File: src/rtl/mcr_pkg.sv
// Behaviour
// - Four router octets, 0..255, reset zero
// - Apply value 1 commits router and port
// - Alarm reads 0 normal, 1 alarmed
// - Writing 0 during alarm clears it; an alarm event in the same cycle wins and keeps it set
// - Value 1 clears all maxima and minima
// - Value 1 clears every energy total
// - Value 1 clears active energy only
// - Value 1 clears regenerative energy only
// - Value 1 clears reactive energy totals
// - Value 1 clears apparent energy only
// - Value 1 loads staged preset into total
package mcr_pkg;
   // Register word addresses on the host register port
   localparam logic [15:0] A_GW1       = 16'h0120;
   localparam logic [15:0] A_GW2       = 16'h0121;
   localparam logic [15:0] A_GW3       = 16'h0122;
   localparam logic [15:0] A_GW4       = 16'h0123;
   localparam logic [15:0] A_PORT      = 16'h0124;
   localparam logic [15:0] A_NET_APPLY = 16'h0125;
   localparam logic [15:0] A_INTEG     = 16'h012c;
   localparam logic [15:0] A_OPT_INTEG = 16'h012d;
   localparam logic [15:0] A_DEM_RUN   = 16'h0136;
   localparam logic [15:0] A_DEM_ALM   = 16'h0137;
   localparam logic [15:0] A_EXT_CLR   = 16'h015e;
   localparam logic [15:0] A_E_ALL     = 16'h015f;
   localparam logic [15:0] A_E_ACT     = 16'h0160;
   localparam logic [15:0] A_E_REGEN   = 16'h0161;
   localparam logic [15:0] A_E_REACT   = 16'h0162;
   localparam logic [15:0] A_E_APPAR   = 16'h0163;
   localparam logic [15:0] A_PRE_LO    = 16'h0172;
   localparam logic [15:0] A_PRE_HI    = 16'h0173;
   localparam logic [15:0] A_PRE_APPLY = 16'h0174;
   localparam logic [15:0] A_RGN_PRE_LO = 16'h0175;
   // Data values
   localparam logic [15:0] CMD_GO      = 16'h0001;
   localparam logic [15:0] ALM_CLR_VAL = 16'h0000;
   localparam logic [15:0] OCTET_MAX   = 16'h00ff;
   localparam logic [15:0] PORT_FIXED  = 16'h01f6;
   localparam logic [15:0] PORT_MIN    = 16'h0400;
   localparam logic [15:0] PORT_RST    = 16'h01f6;
   localparam logic [7:0]  GW_RST      = 8'h00;
   localparam logic        INTEG_RST   = 1'b1;
   localparam logic        OPT_RST     = 1'b0;
   localparam logic        DEM_RST     = 1'b0;
   localparam logic        ALM_RST     = 1'b0;
   // Command pulse positions
   localparam int C_EXT   = 0;
   localparam int C_ACT   = 1;
   localparam int C_REGEN = 2;
   localparam int C_REACT = 3;
   localparam int C_APPAR = 4;
   localparam int C_PRE   = 5;
   localparam int C_NET   = 6;
   localparam int NCMD    = 7;

   // Listen port legal: fixed value or upper range
   function automatic logic port_ok(input logic [15:0] p);
      port_ok = (p == PORT_FIXED) || (p >= PORT_MIN);
   endfunction

   // Run-control write value legal: 0 or 1 only
   function automatic logic bit_ok(input logic [15:0] d);
      bit_ok = (d[15:1] == 15'h0000);
   endfunction
endpackage

File: src/rtl/mcr_cmd_pulse.sv
`timescale 1ns/1ns
// Turns command-register hits into one-cycle pulses
module mcr_cmd_pulse #(
   parameter int N = 7
) (
   input  wire logic         clk,
   input  wire logic         reset,
   input  wire logic [N-1:0] hit,
   input  wire logic [15:0]  wdata,
   output logic      [N-1:0] pulse_reg
);
   logic [N-1:0] pulse_next;   // Pulse next value

   initial begin
      if (N < 1) begin
         $error("mcr_cmd_pulse: N must be at least 1");
      end
   end

   // Only the value 1 fires; any other value is dropped
   always_comb begin
      pulse_next = hit & {N{wdata == mcr_pkg::CMD_GO}};
   end

   // Pulse register
   always_ff @(posedge clk or posedge reset) begin
      if (reset) begin
         pulse_reg <= '0;
      end else begin
         pulse_reg <= pulse_next;
      end
   end

   // A pulse needs a hit with value 1 one cycle earlier
   AST_CMD_CAUSE: assert property (@(posedge clk) disable iff (reset)
      (pulse_reg != '0) |-> $past(wdata) == mcr_pkg::CMD_GO && $past(hit) == pulse_reg)
      else $error("command pulse without a write of 1");
endmodule // mcr_cmd_pulse

File: src/rtl/mcr_net_commit.sv
`timescale 1ns/1ns
// Holds the network settings in effect; loads staged ones on apply
module mcr_net_commit (
   input  wire logic        clk,
   input  wire logic        reset,
   input  wire logic        apply,
   input  wire logic [7:0]  stg_gw1,
   input  wire logic [7:0]  stg_gw2,
   input  wire logic [7:0]  stg_gw3,
   input  wire logic [7:0]  stg_gw4,
   input  wire logic [15:0] stg_port,
   output logic      [7:0]  gw1_reg,
   output logic      [7:0]  gw2_reg,
   output logic      [7:0]  gw3_reg,
   output logic      [7:0]  gw4_reg,
   output logic      [15:0] port_reg
);
   logic [7:0]  gw1_next;   // Active octet next values
   logic [7:0]  gw2_next;
   logic [7:0]  gw3_next;
   logic [7:0]  gw4_next;
   logic [15:0] port_next;  // Active port next value

   // Copy staged set only on apply
   always_comb begin
      gw1_next  = apply ? stg_gw1 : gw1_reg;
      gw2_next  = apply ? stg_gw2 : gw2_reg;
      gw3_next  = apply ? stg_gw3 : gw3_reg;
      gw4_next  = apply ? stg_gw4 : gw4_reg;
      port_next = apply ? stg_port : port_reg;
   end

   // Active settings registers
   always_ff @(posedge clk or posedge reset) begin
      if (reset) begin
         gw1_reg  <= mcr_pkg::GW_RST;
         gw2_reg  <= mcr_pkg::GW_RST;
         gw3_reg  <= mcr_pkg::GW_RST;
         gw4_reg  <= mcr_pkg::GW_RST;
         port_reg <= mcr_pkg::PORT_RST;
      end else begin
         gw1_reg  <= gw1_next;
         gw2_reg  <= gw2_next;
         gw3_reg  <= gw3_next;
         gw4_reg  <= gw4_next;
         port_reg <= port_next;
      end
   end

   // Active settings move only after an apply
   AST_NET_HOLD: assert property (@(posedge clk) disable iff (reset)
      !$past(apply) |-> $stable(port_reg) && $stable(gw1_reg) && $stable(gw4_reg))
      else $error("network settings changed without apply");
endmodule // mcr_net_commit

File: src/rtl/mcr_reg_bank.sv
`timescale 1ns/1ns
// Meter parameter and control register bank
module mcr_reg_bank (
   input  wire logic        clk,
   input  wire logic        reset,
   input  wire logic        host_wr,          // Write request
   input  wire logic        host_rd,          // Read request
   input  wire logic [15:0] host_addr,        // Register word address
   input  wire logic [15:0] host_wdata,       // Write data
   input  wire logic        alarm_event,      // Demand alarm raised
   output logic      [15:0] host_rdata,
   output logic             host_ack,
   output logic      [7:0]  gw_active1,
   output logic      [7:0]  gw_active2,
   output logic      [7:0]  gw_active3,
   output logic      [7:0]  gw_active4,
   output logic      [15:0] port_active,
   output logic             net_applied,
   output logic             integ_run,
   output logic             opt_integ_run,
   output logic             demand_run,
   output logic             demand_alarm,
   output logic             extremes_clear,
   output logic             active_clear,
   output logic             regen_clear,
   output logic             reactive_clear,
   output logic             apparent_clear,
   output logic             preset_load,
   output logic      [31:0] preset_value
);
   // Staged router octets and listen port
   logic [7:0]  gw_reg [4];
   logic [7:0]  gw_next [4];
   logic [15:0] port_reg;
   logic [15:0] port_next;
   // Run controls and alarm
   logic        integ_reg;
   logic        integ_next;
   logic        opt_reg;
   logic        opt_next;
   logic        dem_reg;
   logic        dem_next;
   logic        alarm_reg;
   logic        alarm_next;
   // Preset staging, written only
   logic [15:0] pre_lo_reg;
   logic [15:0] pre_lo_next;
   logic [15:0] pre_hi_reg;
   logic [15:0] pre_hi_next;
   logic [15:0] rgn_lo_reg;
   logic [15:0] rgn_lo_next;
   logic [31:0] pre_val_reg;
   logic [31:0] pre_val_next;
   // Read answer
   logic [15:0] rdata_reg;
   logic [15:0] rdata_next;
   logic        ack_reg;
   logic        ack_next;
   // Command decode
   logic [mcr_pkg::NCMD-1:0] hit;
   logic [mcr_pkg::NCMD-1:0] pulse;
   logic        go;

   // Write strobe for one address
   function automatic logic wr_at(input logic [15:0] a);
      wr_at = host_wr && (host_addr == a);
   endfunction

   // Command hits; all-clear fans out to the four totals
   always_comb begin
      go = (host_wdata == mcr_pkg::CMD_GO);
      hit = '0;
      hit[mcr_pkg::C_EXT]   = wr_at(mcr_pkg::A_EXT_CLR);
      hit[mcr_pkg::C_ACT]   = wr_at(mcr_pkg::A_E_ACT) || wr_at(mcr_pkg::A_E_ALL);
      hit[mcr_pkg::C_REGEN] = wr_at(mcr_pkg::A_E_REGEN) || wr_at(mcr_pkg::A_E_ALL);
      hit[mcr_pkg::C_REACT] = wr_at(mcr_pkg::A_E_REACT) || wr_at(mcr_pkg::A_E_ALL);
      hit[mcr_pkg::C_APPAR] = wr_at(mcr_pkg::A_E_APPAR) || wr_at(mcr_pkg::A_E_ALL);
      hit[mcr_pkg::C_PRE]   = wr_at(mcr_pkg::A_PRE_APPLY);
      hit[mcr_pkg::C_NET]   = wr_at(mcr_pkg::A_NET_APPLY);
   end

   // Command pulse generator
   mcr_cmd_pulse #(
      .N         (mcr_pkg::NCMD)
   ) u_cmd (
      .clk       (clk),
      .reset     (reset),
      .hit       (hit),
      .wdata     (host_wdata),
      .pulse_reg (pulse)
   );

   // Settings in effect, loaded by the apply pulse
   mcr_net_commit u_net (
      .clk      (clk),
      .reset    (reset),
      .apply    (pulse[mcr_pkg::C_NET]),
      .stg_gw1  (gw_reg[0]),
      .stg_gw2  (gw_reg[1]),
      .stg_gw3  (gw_reg[2]),
      .stg_gw4  (gw_reg[3]),
      .stg_port (port_reg),
      .gw1_reg  (gw_active1),
      .gw2_reg  (gw_active2),
      .gw3_reg  (gw_active3),
      .gw4_reg  (gw_active4),
      .port_reg (port_active)
   );

   // Next values of the staged and control registers
   always_comb begin
      for (int i = 0; i < 4; i++) begin
         gw_next[i] = gw_reg[i];
      end
      // Octets above 255 are refused
      if (host_wr && host_wdata <= mcr_pkg::OCTET_MAX) begin
         if (host_addr == mcr_pkg::A_GW1) gw_next[0] = host_wdata[7:0];
         if (host_addr == mcr_pkg::A_GW2) gw_next[1] = host_wdata[7:0];
         if (host_addr == mcr_pkg::A_GW3) gw_next[2] = host_wdata[7:0];
         if (host_addr == mcr_pkg::A_GW4) gw_next[3] = host_wdata[7:0];
      end
      // Out-of-range port values are refused
      port_next = port_reg;
      if (wr_at(mcr_pkg::A_PORT) && mcr_pkg::port_ok(host_wdata)) begin
         port_next = host_wdata;
      end
      // Run bits accept only 0 or 1
      integ_next = integ_reg;
      opt_next   = opt_reg;
      dem_next   = dem_reg;
      if (mcr_pkg::bit_ok(host_wdata)) begin
         if (wr_at(mcr_pkg::A_INTEG))     integ_next = host_wdata[0];
         if (wr_at(mcr_pkg::A_OPT_INTEG)) opt_next   = host_wdata[0];
         if (wr_at(mcr_pkg::A_DEM_RUN))   dem_next   = host_wdata[0];
      end
      // Alarm: raise wins over a clearing write
      alarm_next = alarm_reg;
      if (alarm_event) begin
         alarm_next = 1'b1;
      end else if (wr_at(mcr_pkg::A_DEM_ALM) && host_wdata == mcr_pkg::ALM_CLR_VAL) begin
         alarm_next = 1'b0;
      end
      // Preset halves and the regenerative low half
      pre_lo_next = wr_at(mcr_pkg::A_PRE_LO) ? host_wdata : pre_lo_reg;
      pre_hi_next = wr_at(mcr_pkg::A_PRE_HI) ? host_wdata : pre_hi_reg;
      rgn_lo_next = wr_at(mcr_pkg::A_RGN_PRE_LO) ? host_wdata : rgn_lo_reg;
      // Preset value captured with the load pulse
      pre_val_next = pre_val_reg;
      if (hit[mcr_pkg::C_PRE] && go) begin
         pre_val_next = {pre_hi_reg, pre_lo_reg};
      end
   end

   // Read mux; write-only and unmapped words read zero
   always_comb begin
      rdata_next = rdata_reg;
      ack_next   = host_wr || host_rd;
      if (host_rd) begin
         unique case (host_addr)
            mcr_pkg::A_GW1:       rdata_next = {8'h00, gw_reg[0]};
            mcr_pkg::A_GW2:       rdata_next = {8'h00, gw_reg[1]};
            mcr_pkg::A_GW3:       rdata_next = {8'h00, gw_reg[2]};
            mcr_pkg::A_GW4:       rdata_next = {8'h00, gw_reg[3]};
            mcr_pkg::A_PORT:      rdata_next = port_reg;
            mcr_pkg::A_INTEG:     rdata_next = {15'h0000, integ_reg};
            mcr_pkg::A_OPT_INTEG: rdata_next = {15'h0000, opt_reg};
            mcr_pkg::A_DEM_RUN:   rdata_next = {15'h0000, dem_reg};
            mcr_pkg::A_DEM_ALM:   rdata_next = {15'h0000, alarm_reg};
            default:              rdata_next = 16'h0000;
         endcase
      end
   end

   // State registers
   always_ff @(posedge clk or posedge reset) begin
      if (reset) begin
         for (int i = 0; i < 4; i++) begin
            gw_reg[i] <= mcr_pkg::GW_RST;
         end
         port_reg    <= mcr_pkg::PORT_RST;
         integ_reg   <= mcr_pkg::INTEG_RST;
         opt_reg     <= mcr_pkg::OPT_RST;
         dem_reg     <= mcr_pkg::DEM_RST;
         alarm_reg   <= mcr_pkg::ALM_RST;
         pre_lo_reg  <= 16'h0000;
         pre_hi_reg  <= 16'h0000;
         rgn_lo_reg  <= 16'h0000;
         pre_val_reg <= 32'h0000_0000;
         rdata_reg   <= 16'h0000;
         ack_reg     <= 1'b0;
      end else begin
         for (int i = 0; i < 4; i++) begin
            gw_reg[i] <= gw_next[i];
         end
         port_reg    <= port_next;
         integ_reg   <= integ_next;
         opt_reg     <= opt_next;
         dem_reg     <= dem_next;
         alarm_reg   <= alarm_next;
         pre_lo_reg  <= pre_lo_next;
         pre_hi_reg  <= pre_hi_next;
         rgn_lo_reg  <= rgn_lo_next;
         pre_val_reg <= pre_val_next;
         rdata_reg   <= rdata_next;
         ack_reg     <= ack_next;
      end
   end

   // Outputs, each straight from a flop
   assign host_rdata     = rdata_reg;
   assign host_ack       = ack_reg;
   assign integ_run      = integ_reg;
   assign opt_integ_run  = opt_reg;
   assign demand_run     = dem_reg;
   assign demand_alarm   = alarm_reg;
   assign net_applied    = pulse[mcr_pkg::C_NET];
   assign extremes_clear = pulse[mcr_pkg::C_EXT];
   assign active_clear   = pulse[mcr_pkg::C_ACT];
   assign regen_clear    = pulse[mcr_pkg::C_REGEN];
   assign reactive_clear = pulse[mcr_pkg::C_REACT];
   assign apparent_clear = pulse[mcr_pkg::C_APPAR];
   assign preset_load    = pulse[mcr_pkg::C_PRE];
   assign preset_value   = pre_val_reg;

   // Octet write of legal value is read back next read
   AST_GW_STORE: assert property (@(posedge clk) disable iff (reset)
      host_wr && host_addr == mcr_pkg::A_GW3 && host_wdata <= mcr_pkg::OCTET_MAX
      |=> gw_reg[2] == $past(host_wdata[7:0]))
      else $error("router octet not stored");

   // Apply of 1 pulses, then staged port and octet take effect
   AST_NET_APPLY: assert property (@(posedge clk) disable iff (reset)
      host_wr && host_addr == mcr_pkg::A_NET_APPLY && host_wdata == mcr_pkg::CMD_GO
      |=> net_applied ##1 (port_active == $past(port_reg) && gw_active1 == $past(gw_reg[0])))
      else $error("network apply not taken");

   // Active port is always a legal value
   AST_PORT_LEGAL: assert property (@(posedge clk) disable iff (reset)
      mcr_pkg::port_ok(port_active) && mcr_pkg::port_ok(port_reg))
      else $error("listen port out of range");

   // Alarm event shows on the alarm flag next cycle
   AST_ALM_SET: assert property (@(posedge clk) disable iff (reset)
      alarm_event |=> demand_alarm)
      else $error("alarm event lost");

   // Writing 0 with no new event clears the alarm
   AST_ALM_CLR: assert property (@(posedge clk) disable iff (reset)
      demand_alarm && !alarm_event && host_wr && host_addr == mcr_pkg::A_DEM_ALM
      && host_wdata == mcr_pkg::ALM_CLR_VAL |=> !demand_alarm)
      else $error("alarm not cleared by write of 0");

   // All-clear of 1 fires all four energy clears together
   AST_ALL_CLR: assert property (@(posedge clk) disable iff (reset)
      host_wr && host_addr == mcr_pkg::A_E_ALL && host_wdata == mcr_pkg::CMD_GO
      |=> active_clear && regen_clear && reactive_clear && apparent_clear)
      else $error("all-energy clear incomplete");

   // Active-only clear leaves other totals alone
   AST_ACT_ONLY: assert property (@(posedge clk) disable iff (reset)
      host_wr && host_addr == mcr_pkg::A_E_ACT
      |=> !regen_clear && !reactive_clear && !apparent_clear)
      else $error("active clear touched another total");

   // Non-1 value to the extremes clear does nothing
   AST_EXT_IGN: assert property (@(posedge clk) disable iff (reset)
      host_wr && host_addr == mcr_pkg::A_EXT_CLR && host_wdata != mcr_pkg::CMD_GO
      |=> !extremes_clear)
      else $error("extremes cleared by a value other than 1");

   // Load pulse carries the staged halves high:low
   AST_PRESET: assert property (@(posedge clk) disable iff (reset)
      preset_load |-> preset_value == {$past(pre_hi_reg), $past(pre_lo_reg)})
      else $error("preset value does not match staged halves");

   // Demand run bit changes only by a write of 0 or 1
   AST_RUN_HOLD: assert property (@(posedge clk) disable iff (reset)
      !(host_wr && host_addr == mcr_pkg::A_DEM_RUN && mcr_pkg::bit_ok(host_wdata))
      |=> $stable(demand_run))
      else $error("demand run changed without a legal write");
endmodule // mcr_reg_bank

File: config.mk
export PLATFORM = sky130hd
export DESIGN_NAME = mcr_reg_bank
export DESIGN_NICKNAME = d
export VERILOG_FILES = /design/src/rtl/mcr_pkg.sv /design/src/rtl/mcr_cmd_pulse.sv /design/src/rtl/mcr_net_commit.sv /design/src/rtl/mcr_reg_bank.sv
export SDC_FILE = /design/constraint.sdc
export NUM_CORES = 1
export LEC_CHECK = 0
export BUFFER_PORTS_ARGS = -buffer_cell sky130_fd_sc_hd__buf_2
export CAP_MARGIN = 10
export CELL_PAD_IN_SITES_DETAIL_PLACEMENT = 2
export CELL_PAD_IN_SITES_GLOBAL_PLACEMENT = 2
export CORE_ASPECT_RATIO = 1.75
export CORE_UTILIZATION = 42
export CTS_CLUSTER_DIAMETER = 120
export DETAILED_ROUTE_END_ITERATION = 6
export PLACE_DENSITY = 0.83
export SETUP_SLACK_MARGIN = 0.02
export SYNTH_ARGS = -nofsm -noshare
export SYNTH_HDL_FRONTEND = slang
export SYNTH_SLANG_ARGS = --single-unit
export TNS_END_PERCENT = 30
File: constraint.sdc
create_clock -name clk -period 11.57 [get_ports clk]
set_clock_uncertainty 0.05 [all_clocks]
set_input_delay 2.314 -clock clk [delete_from_list [all_inputs] [get_ports clk]]
set_output_delay 2.314 -clock clk [all_outputs]
set_load 0.02 [all_outputs]
==> results.cfg, run 1 <==
[pwr]
clkPwrFrac_pct = 44.8
p_seq_share_pct = 51.4
switching_share_pct = 24.8
p_sw_uw = 319
p_leak_uw = 0.00472
ir_worst_vdd_uv = 94.8
power_uw = 1280
combinationalPowerShare_pct = 3.8
p_int_uw = 965
power_density_nw_per_um2 = 139

[cts]
cts_root_buffer = clkbuf_16
cts_made_buffers = 17
htreeDepth = 4
clock-sinks = 188
holdBufCountCts = 0
cts_tree = built
post_cts_buffers = 0
clk-insertion-delay-late_ns = 0.44
path_clk_slew_ns = 0.07
ctsResizeCount = 0
clk_path_buf_depth = 2

[synthesis]
yosys.area.top_type = dfrtp_1
yosys-top-cells-count = dfrtp_1, mux2_2, nand3_1, nor2_1, dfstp_2
synth_edf_count = 0
syn_nets = 557
syn_area_per_cell_um2 = 14.9
synth_area_um2 = 7760
synthCells = 520
ys_top_cells_by_area = dfrtp_1, mux2_2, dfstp_2, mux4_2, nand3_1
synthArstFlopShare_pct = 100
synth-warning-count = 0
yosysMostFrequentCell = dfrtp_1
yosysTopAreaCellShare_pct = 55.8
synthFlopType = dfrtp_1
ys_seq_area_share_pct = 60.8
ys_types = 48
synth_seq_cells = 188

[setup_path]
arrival_ns = 4.85
crit_slowest_cell = or4_1
r2r_start = gw_reg[8]
worst-path-stages = 7
r2r_slack_ns = 9.99
reg2reg_to = host_rdata[0]
cpMostUsedCell = nor4_4
worstSetupPathType = in2reg
r2r_cells = 4
crit_fanout = 32
cp-end-kind = register
startpoint = host_wdata[5]
critPathTopFamily = simple AND/OR/NAND/NOR gates
startpoint_type = input port
slowest_delay_ns = 0.61
endpoint = preset_value[22]
crit_chain = buf_2 -> or4_1 -> nor4_4 -> nand3_2 -> nor4_4 -> buf_4 -> mux2_2
critical_path_buf_inv_count = 2
crit_required_ns = 11.83

[detailed_routing]
drc_errors = 0
wire_per_inst_um = 25.1
drt-total-wl_um = 22900
drt_first_iter_violations = 177
firstDrtPassIters = 4
via_per_inst = 5.56
drt.antenna.violating_nets = 0
via_count = 5060

[floorplan]
io_pins = 145
fp-row-count = 65
initial_core_util_pct = 43.0
die-area_um2 = 19100
die_x_um = 105
dieHeight_um = 182
coreArea_um2 = 18100

[timing]
setup_slack_ns = 6.98
fin_crit_ns = 4.59
rsz0062_at_grt = no
fin_crit_sh_pct = 39.7
hold_violations = 0
slew_violations = 0
setup_viol = 0
tns_ns = 0
clock.fmax_mhz = 218
worst_pin_slew_ns = 0.981
relSlewSlack_pct = 34.6

[grt]
grt_use_total_pct = 25.7
antenna_found_initial = 0
grt_max_degree = 125
grt_pass1_vias = 5878
overflow = 0
grt_pass1_wl_um = 36200

[cells_and_area]
final_util_pct = 51.2
fillers = 1772
syn2layout_area_growth_pct = 19.1
antenna_cells = 0
nets = 700
drive_gt1_share_pct = 56.1

[placed_design]
gp_congestion = 0.930
portBuffers = 144
post-place-ws_ns = 6.61
dp_hpwl_um = 15300

[status]
outcome = finished clean

[hold_path]
min_path_type = reg2reg

[job]
maxCapViolCount = 0
-- cells by family after synthesis --
group	after synthesis	synth area share, %
AND/OR/NAND/NOR	86	7.51
buffers and inverters	35	2.26
flip-flops	188	60.8
AO/OA/AOI/OAI	37	3.19
multiplexers	174	26.2
-- power by group through the flow --
| stage | logic [uW] | registers [uW] | clock network, uW |
|---|---|---|---|
| after global placement | 47.4 | 672 | 0 |
| after detailed placement | 49.2 | 672 | 0 |
| after CTS | 50.2 | 660 | 586 |
| final | 49.3 | 660 | 575 |
| after global routing | 53.9 | 660 | 607 |
| after floorplan | 22.7 | 674 | 0 |
-- final cells by class --
cell class,count,area (um2),area share (%)
multi-input combinational,297,2860,31.0
clock buffer,19,453,4.90
tap,234,293,3.17
sequential,188,4720,51.1
timing repair buffer,147,743,8.04
inverter,12,52.6,0.568
clock inverter,13,119,1.29
-- per-stage QoR --
stage               instance area [um2]  hold WS (ns)  cells
floorplan                          7760         0.409    520
global placement                   8680         0.415    878
detailed placement                 8680         0.431    878
CTS                                9250         0.456    910
global route                       9250         0.474    910
finish                             9250         0.450    910
-- routing by layer --
| metal | GRT usage (%) | share of wire [%] | vias up |
|---|---|---|---|
| li1 | - | - | 2182 |
| met1 | 28.2 | 37 | 2671 |
| met2 | 47.5 | 56 | 151 |
| met3 | 3.77 | 3.4 | 56 |
| met4 | 13.2 | 4.0 | 0 |
| met5 | 0 | 0 | - |
-- how the worst min path moves through the flow --
stage,from,end,slack [ns],depth (start not counted)
finish,demand_alarm,demand_alarm,0.45,1
global route,pre_lo_reg[12],pre_lo_reg[12],0.47,1
CTS,demand_alarm,demand_alarm,0.46,1
detailed placement,pre_hi_reg[0],pre_hi_reg[0],0.43,1
global placement,preset_value[23],preset_value[23],0.41,1
floorplan,pre_hi_reg[0],pre_hi_reg[0],0.41,1
-- cell usage in the layout, fill, tap and decap left out, drive strengths merged, types with 2 or more instances in the layout --
cell      count
nand4         4
inv          21
nor4          6
nor3          8
nor2         20
and4          2
nand2         6
mux4          7
buf         147
mux2        163
a211oi        8
nor4bb        2
nand3b        2
o21ai        12
or4           4
dfrtp       173
clkinvlp      4
dfstp        15
a22oi         7
a21oi         3
or3           4
clkbuf       19
nor4b         2
a22o          2
nand3        19
mux2i         4
No activity file was read; power rests on OpenSTA's default activity.
==> run 2: changes to the inputs <==
- CORE_UTILIZATION: 42 -> 35
- PLACE_DENSITY: 0.83 -> 0.74
- clock period: 11.57 -> 3.81 ns (I/O delays scaled with it)
==> results.cfg, run 2 (synthesized netlist as in run 1, its figures left out) <==
[status]
outcome = finished clean

[cts]
cts_tree = built
clock-sinks = 188
path_clk_slew_ns = 0.07
clk-insertion-delay-late_ns = 0.44
clk_path_buf_depth = 2
cts_made_buffers = 17
htreeDepth = 4
cts_root_buffer = clkbuf_16
post_cts_buffers = 0
ctsResizeCount = 0
holdBufCountCts = 0

[timing]
rsz0062_at_grt = no
hold_violations = 0
relSlewSlack_pct = 42.5
clock.fmax_mhz = 338
fin_crit_sh_pct = 77.6
tns_ns = 0
slew_violations = 0
fin_crit_ns = 2.96
worst_pin_slew_ns = 0.860
setup_viol = 0

[floorplan]
initial_core_util_pct = 36.0
dieHeight_um = 199
io_pins = 145
coreArea_um2 = 21600
fp-row-count = 71
die-area_um2 = 22800
die_x_um = 115

[grt]
busiest_layer = met2
grt_use_met2_pct = 39.9
grt_pass1_vias = 5697
grt_pass1_wl_um = 34800
use_met3_pct = 3.72
grtUsageMet1_pct = 22.2
antenna_found_initial = 0
grt_use_total_pct = 21.1
overflow = 0
grt_max_degree = 94

[detailed_routing]
firstDrtPassIters = 4
via_per_inst = 5.16
wire_per_inst_um = 22.9
drt.antenna.violating_nets = 0
drc_errors = 0
drt_first_iter_violations = 133
via_count = 5042
drt-total-wl_um = 22400

[setup_path]
cp-end-kind = register
cpMostUsedCell = nor4_4
critical_path_buf_inv_count = 2
slowest_delay_ns = 0.60
critPathTopFamily = simple AND/OR/NAND/NOR gates
arrival_ns = 3.22
crit_chain = buf_2 -> or4_1 -> nor4_4 -> nand3_2 -> nor4_4 -> buf_4 -> mux2_2
startpoint_type = input port
worstSetupPathType = in2reg
crit_slowest_cell = or4_1
crit_required_ns = 4.08
crit_fanout = 32

[hold_path]
min_path_type = in2async

[pwr]
power_uw = 3970
power_density_nw_per_um2 = 420
p_leak_uw = 0.00480
ir_worst_vdd_uv = 357

[placed_design]
dp_hpwl_um = 16000
gp_congestion = 0.818
portBuffers = 144

[cells_and_area]
syn2layout_area_growth_pct = 21.7
final_cell_mix = dfrtp_1, mux2_2, buf_2
layout_commonest_cell = dfrtp_1
drive_gt1_share_pct = 56.7
nets = 710
antenna_cells = 0

[job]
maxCapViolCount = 0
## run 2: changes by cell type in the layout (fill, tap and decap cells not counted), sizes merged
cell,delta
buf,+10
bufinv,+1
clkinvlp,-2
clkinv,+4
inv,-1
clkbuf,-2
## run 2: final timing paths
| path | startpoint | end | slack (ns) | cells after the start |
|---|---|---|---|---|
| setup / recovery | host_wdata[5] | preset_value[25] | 0.85 | 7 |
| min in group clk | pre_hi_reg[0] | pre_hi_reg[0] | 0.45 | 1 |
| hold reg to reg | pre_hi_reg[0] | pre_hi_reg[0] | 0.45 | 1 |
| hold / removal | reset | demand_run | 0.44 | 2 |
| max in group asynchronous | reset | pre_hi_reg[2] | 2.30 | 3 |
| setup reg to reg | u_cmd.pulse_reg[6] | u_net.gw1_reg[6] | 2.12 | 2 |
## run 2: metal layers
| metal | part of all wire (%) | vias to the layer above | wire (um) |
|---|---|---|---|
| li1 | - | 2213 | - |
| met1 | 36 | 2672 | 8120 |
| met2 | 57 | 116 | 12900 |
| met3 | 2.6 | 41 | 586 |
| met4 | 3.8 | 0 | 847 |
| met5 | 0 | - | 0 |
## run 2: layout make-up
cell class              instances  area, um2
well taps                     292        365
multi-input cells             297       2860
clock inverters                15        173
repair buffers                157        843
inverters                      12       48.8
clock buffers                  17        425
flip-flops and latches        188       4720
fillers                      2108      12100
## run 2: through the flow
| stage | hold slack, ns | area [um2] | worst slack [ns] | instances | utilization (%) |
|---|---|---|---|---|---|
| 2_1_floorplan | 0.409 | 7770 | 0.590 | 520 | - |
| 3_3_place_gp | 0.418 | 8850 | 0.474 | 946 | 41.0 |
| 3_5_place_dp | 0.442 | 8850 | 0.393 | 946 | 41.0 |
| 4_1_cts | 0.447 | 9440 | 0.863 | 978 | 43.7 |
| 5_1_grt | 0.458 | 9440 | 0.791 | 978 | 43.7 |
| 6_report | 0.436 | 9440 | 0.855 | 978 | 43.7 |
## run 2: power breakdown
| part | switching, uW | internal, uW |
|---|---|---|
| sequential | 3.67 | 2000 |
| clock | 868 | 941 |
| combinational | 118 | 37.9 |
==> run 3: changes to the inputs <==
- ABC_AREA: default -> 1
- CORE_UTILIZATION: 35 -> 34
- PLACE_DENSITY: 0.74 -> 0.77
- clock period: 3.81 -> 2.8 ns (I/O delays scaled with it)
==> results.cfg, run 3 <==
[status]
outcome = finished clean

[grt]
use_met3_pct = 3.03
grt_use_total_pct = 22.8
grt_max_degree = 71
grt_pass1_vias = 6998
grtUsageMet1_pct = 24.2
overflow = 0
busiest_layer = met2
antenna_found_initial = 1
grt_use_met2_pct = 43.9
grt_pass1_wl_um = 39600

[timing]
fin_crit_sh_pct = 75.0
setup_viol = 0
fin_crit_ns = 2.10
slew_violations = 0
rsz0062_at_grt = no
whs_ns = 0.0857
worst_pin_slew_ns = 0.694
relSlewSlack_pct = 53.6
clock.fmax_mhz = 476
hold_violations = 0

[pwr]
combinationalPowerShare_pct = 3.6
p_seq_share_pct = 48.5
clkPwrFrac_pct = 47.9
switching_share_pct = 22.4
power_density_nw_per_um2 = 583
p_leak_uw = 0.00499
p_sw_uw = 1250
p_int_uw = 4350
ir_worst_vdd_uv = 270

[setup_path]
startpoint_type = input port
crit_required_ns = 3.13
crit_fanout = 17
cp-end-kind = register
worstSetupPathType = in2reg
arrival_ns = 2.43
r2r_slack_ns = 1.11

[floorplan]
fp-row-count = 73
dieHeight_um = 203
io_pins = 145
coreArea_um2 = 22700
die-area_um2 = 23800
initial_core_util_pct = 34.6
die_x_um = 117

[detailed_routing]
via_count = 6347
drt_first_iter_violations = 199
via_per_inst = 4.94
firstDrtPassIters = 4
drc_errors = 0
drt.antenna.violating_nets = 0
wire_per_inst_um = 19.8
drt-total-wl_um = 25400

[cts]
cts_tree = built
clock-sinks = 188
post_cts_buffers = 0
path_clk_slew_ns = 0.07
holdBufCountCts = 0
cts_made_buffers = 17
clk-insertion-delay-late_ns = 0.44
cts_root_buffer = clkbuf_16
clk_path_buf_depth = 2
htreeDepth = 4
ctsResizeCount = 0

[synthesis]
yosys.area_share.simple_pct = 21.7
synthFlopType = dfrtp_1
synth_edf_count = 0
yosys.area.top_type = dfrtp_1
synthCells = 825
yosys-top-cells-count = nand2_1, dfrtp_1, o21ai_1
synthAdderAreaFrac_pct = 0
synth_xor_area_share_pct = 0
synth_mux_area_share_pct = 4.14
ys_seq_area_share_pct = 59.9
synth-compound-area-share_pct = 8.80
synthArstFlopShare_pct = 100
yosysTopAreaCellShare_pct = 54.9
syn_area_per_cell_um2 = 9.55
synth_top_family_by_area = simple AND/OR/NAND/NOR gates
synth_seq_cells = 188
synth_area_um2 = 7880
synth-warning-count = 0
yosysMostFrequentCell = nand2_1
ys_types = 32
ys_top_cells_by_area = dfrtp_1, nand2_1, dfstp_2, o21ai_1, mux2_2
syn_nets = 862

[job]
maxCapViolCount = 0

[placed_design]
portBuffers = 144
dp_hpwl_um = 18800
gp_congestion = 0.789

[cells_and_area]
syn2layout_area_growth_pct = 22.1
layout_commonest_cell = nand2_1
fillers = 2525
final_cell_mix = nand2_1, dfrtp_1, buf_2
final_util_pct = 42.3
nets = 1009
drive_gt1_share_pct = 29.8

[hold_path]
min_path_type = in2async
==> run 3: cell types whose count changed after synthesis, sizes merged, moves of 42 or more <==
cell   delta
nand3    +45
inv      +47
mux2    -134
o21ai    +84
nand2   +230
nor2     +42
==> run 3: power by group through the flow <==
stage               combinational, uW  sequential, uW  clock (uW)
floorplan                        91.4            2770           0
global placement                  205            2770           0
detailed placement                208            2770           0
CTS                               209            2720        2740
global route                      224            2720        2830
finish                            202            2720        2690
==> run 3: cells by family (layout without fill, tap and decap cells) <==
logic type | Yosys count | count (layout)
DFF | 188 | 188
other | 0 | 1
muxes | 29 | 29
and+or+nand+nor | 384 | 384
AOI/OAI and AO/OA | 128 | 128
buffers and inverters | 96 | 256
==> run 3: area by class of cell <==
class                           count  area, um2  area share (%)
Timing Repair Buffer              164        908            9.44
Clock inverter                     14        219            2.28
Multi-Input combinational cell    541       2730            28.4
Inverter                           60        229            2.38
Tap cell                          300        375            3.90
Clock buffer                       18        429            4.46
Sequential cell                   188       4720            49.1
Antenna cell                        1       2.50          0.0260
==> run 3: routing by layer <==
| metal | part of all wire, % | vias up |
|---|---|---|
| met5 | 0 | - |
| met4 | 2.8 | 0 |
| met3 | 1.9 | 38 |
| met2 | 57 | 107 |
| met1 | 38 | 3230 |
| li1 | - | 2972 |
==> run 3: worst paths after layout <==
check / startpoint / end / depth (start not counted)
setup / recovery: host_addr[8] / host_rdata[5] / 13
hold / removal: reset / preset_value[5] / 2
setup reg to reg: u_cmd.pulse_reg[6] / u_net.port_reg[5] / 2
hold reg to reg: preset_value[12] / preset_value[12] / 2
max in group asynchronous: reset / u_net.port_reg[7] / 3
min in group clk: alarm_event / demand_alarm / 2
==> run 3: per-stage QoR <==
| step | area [um2] | power [uW] | setup slack, ns | cells | setup TNS, ns |
|---|---|---|---|---|---|
| floorplan | 7880 | 2860 | -0.218 | 825 | -37.76 |
| global placement | 8970 | 2970 | 0.295 | 1253 | 0 |
| detailed placement | 8970 | 2980 | 0.149 | 1253 | 0 |
| CTS | 9620 | 5670 | 0.615 | 1285 | 0 |
| global route | 9620 | 5770 | 0.419 | 1286 | 0 |
| finish | 9620 | 5610 | 0.701 | 1286 | 0 |
==> run 3: critical path, stage by stage <==
cell and delay, ns:
buf_2 0.09, inv_1 0.03, nor2_1 0.10, nand2_1 0.08, nor2_2 0.38, buf_4 0.25
buf_4 0.24, nand2_1 0.19, o21ai_1 0.21, nor2_1 0.09, nand2_1 0.08, nand2_1 0.05
nand2_1 0.06
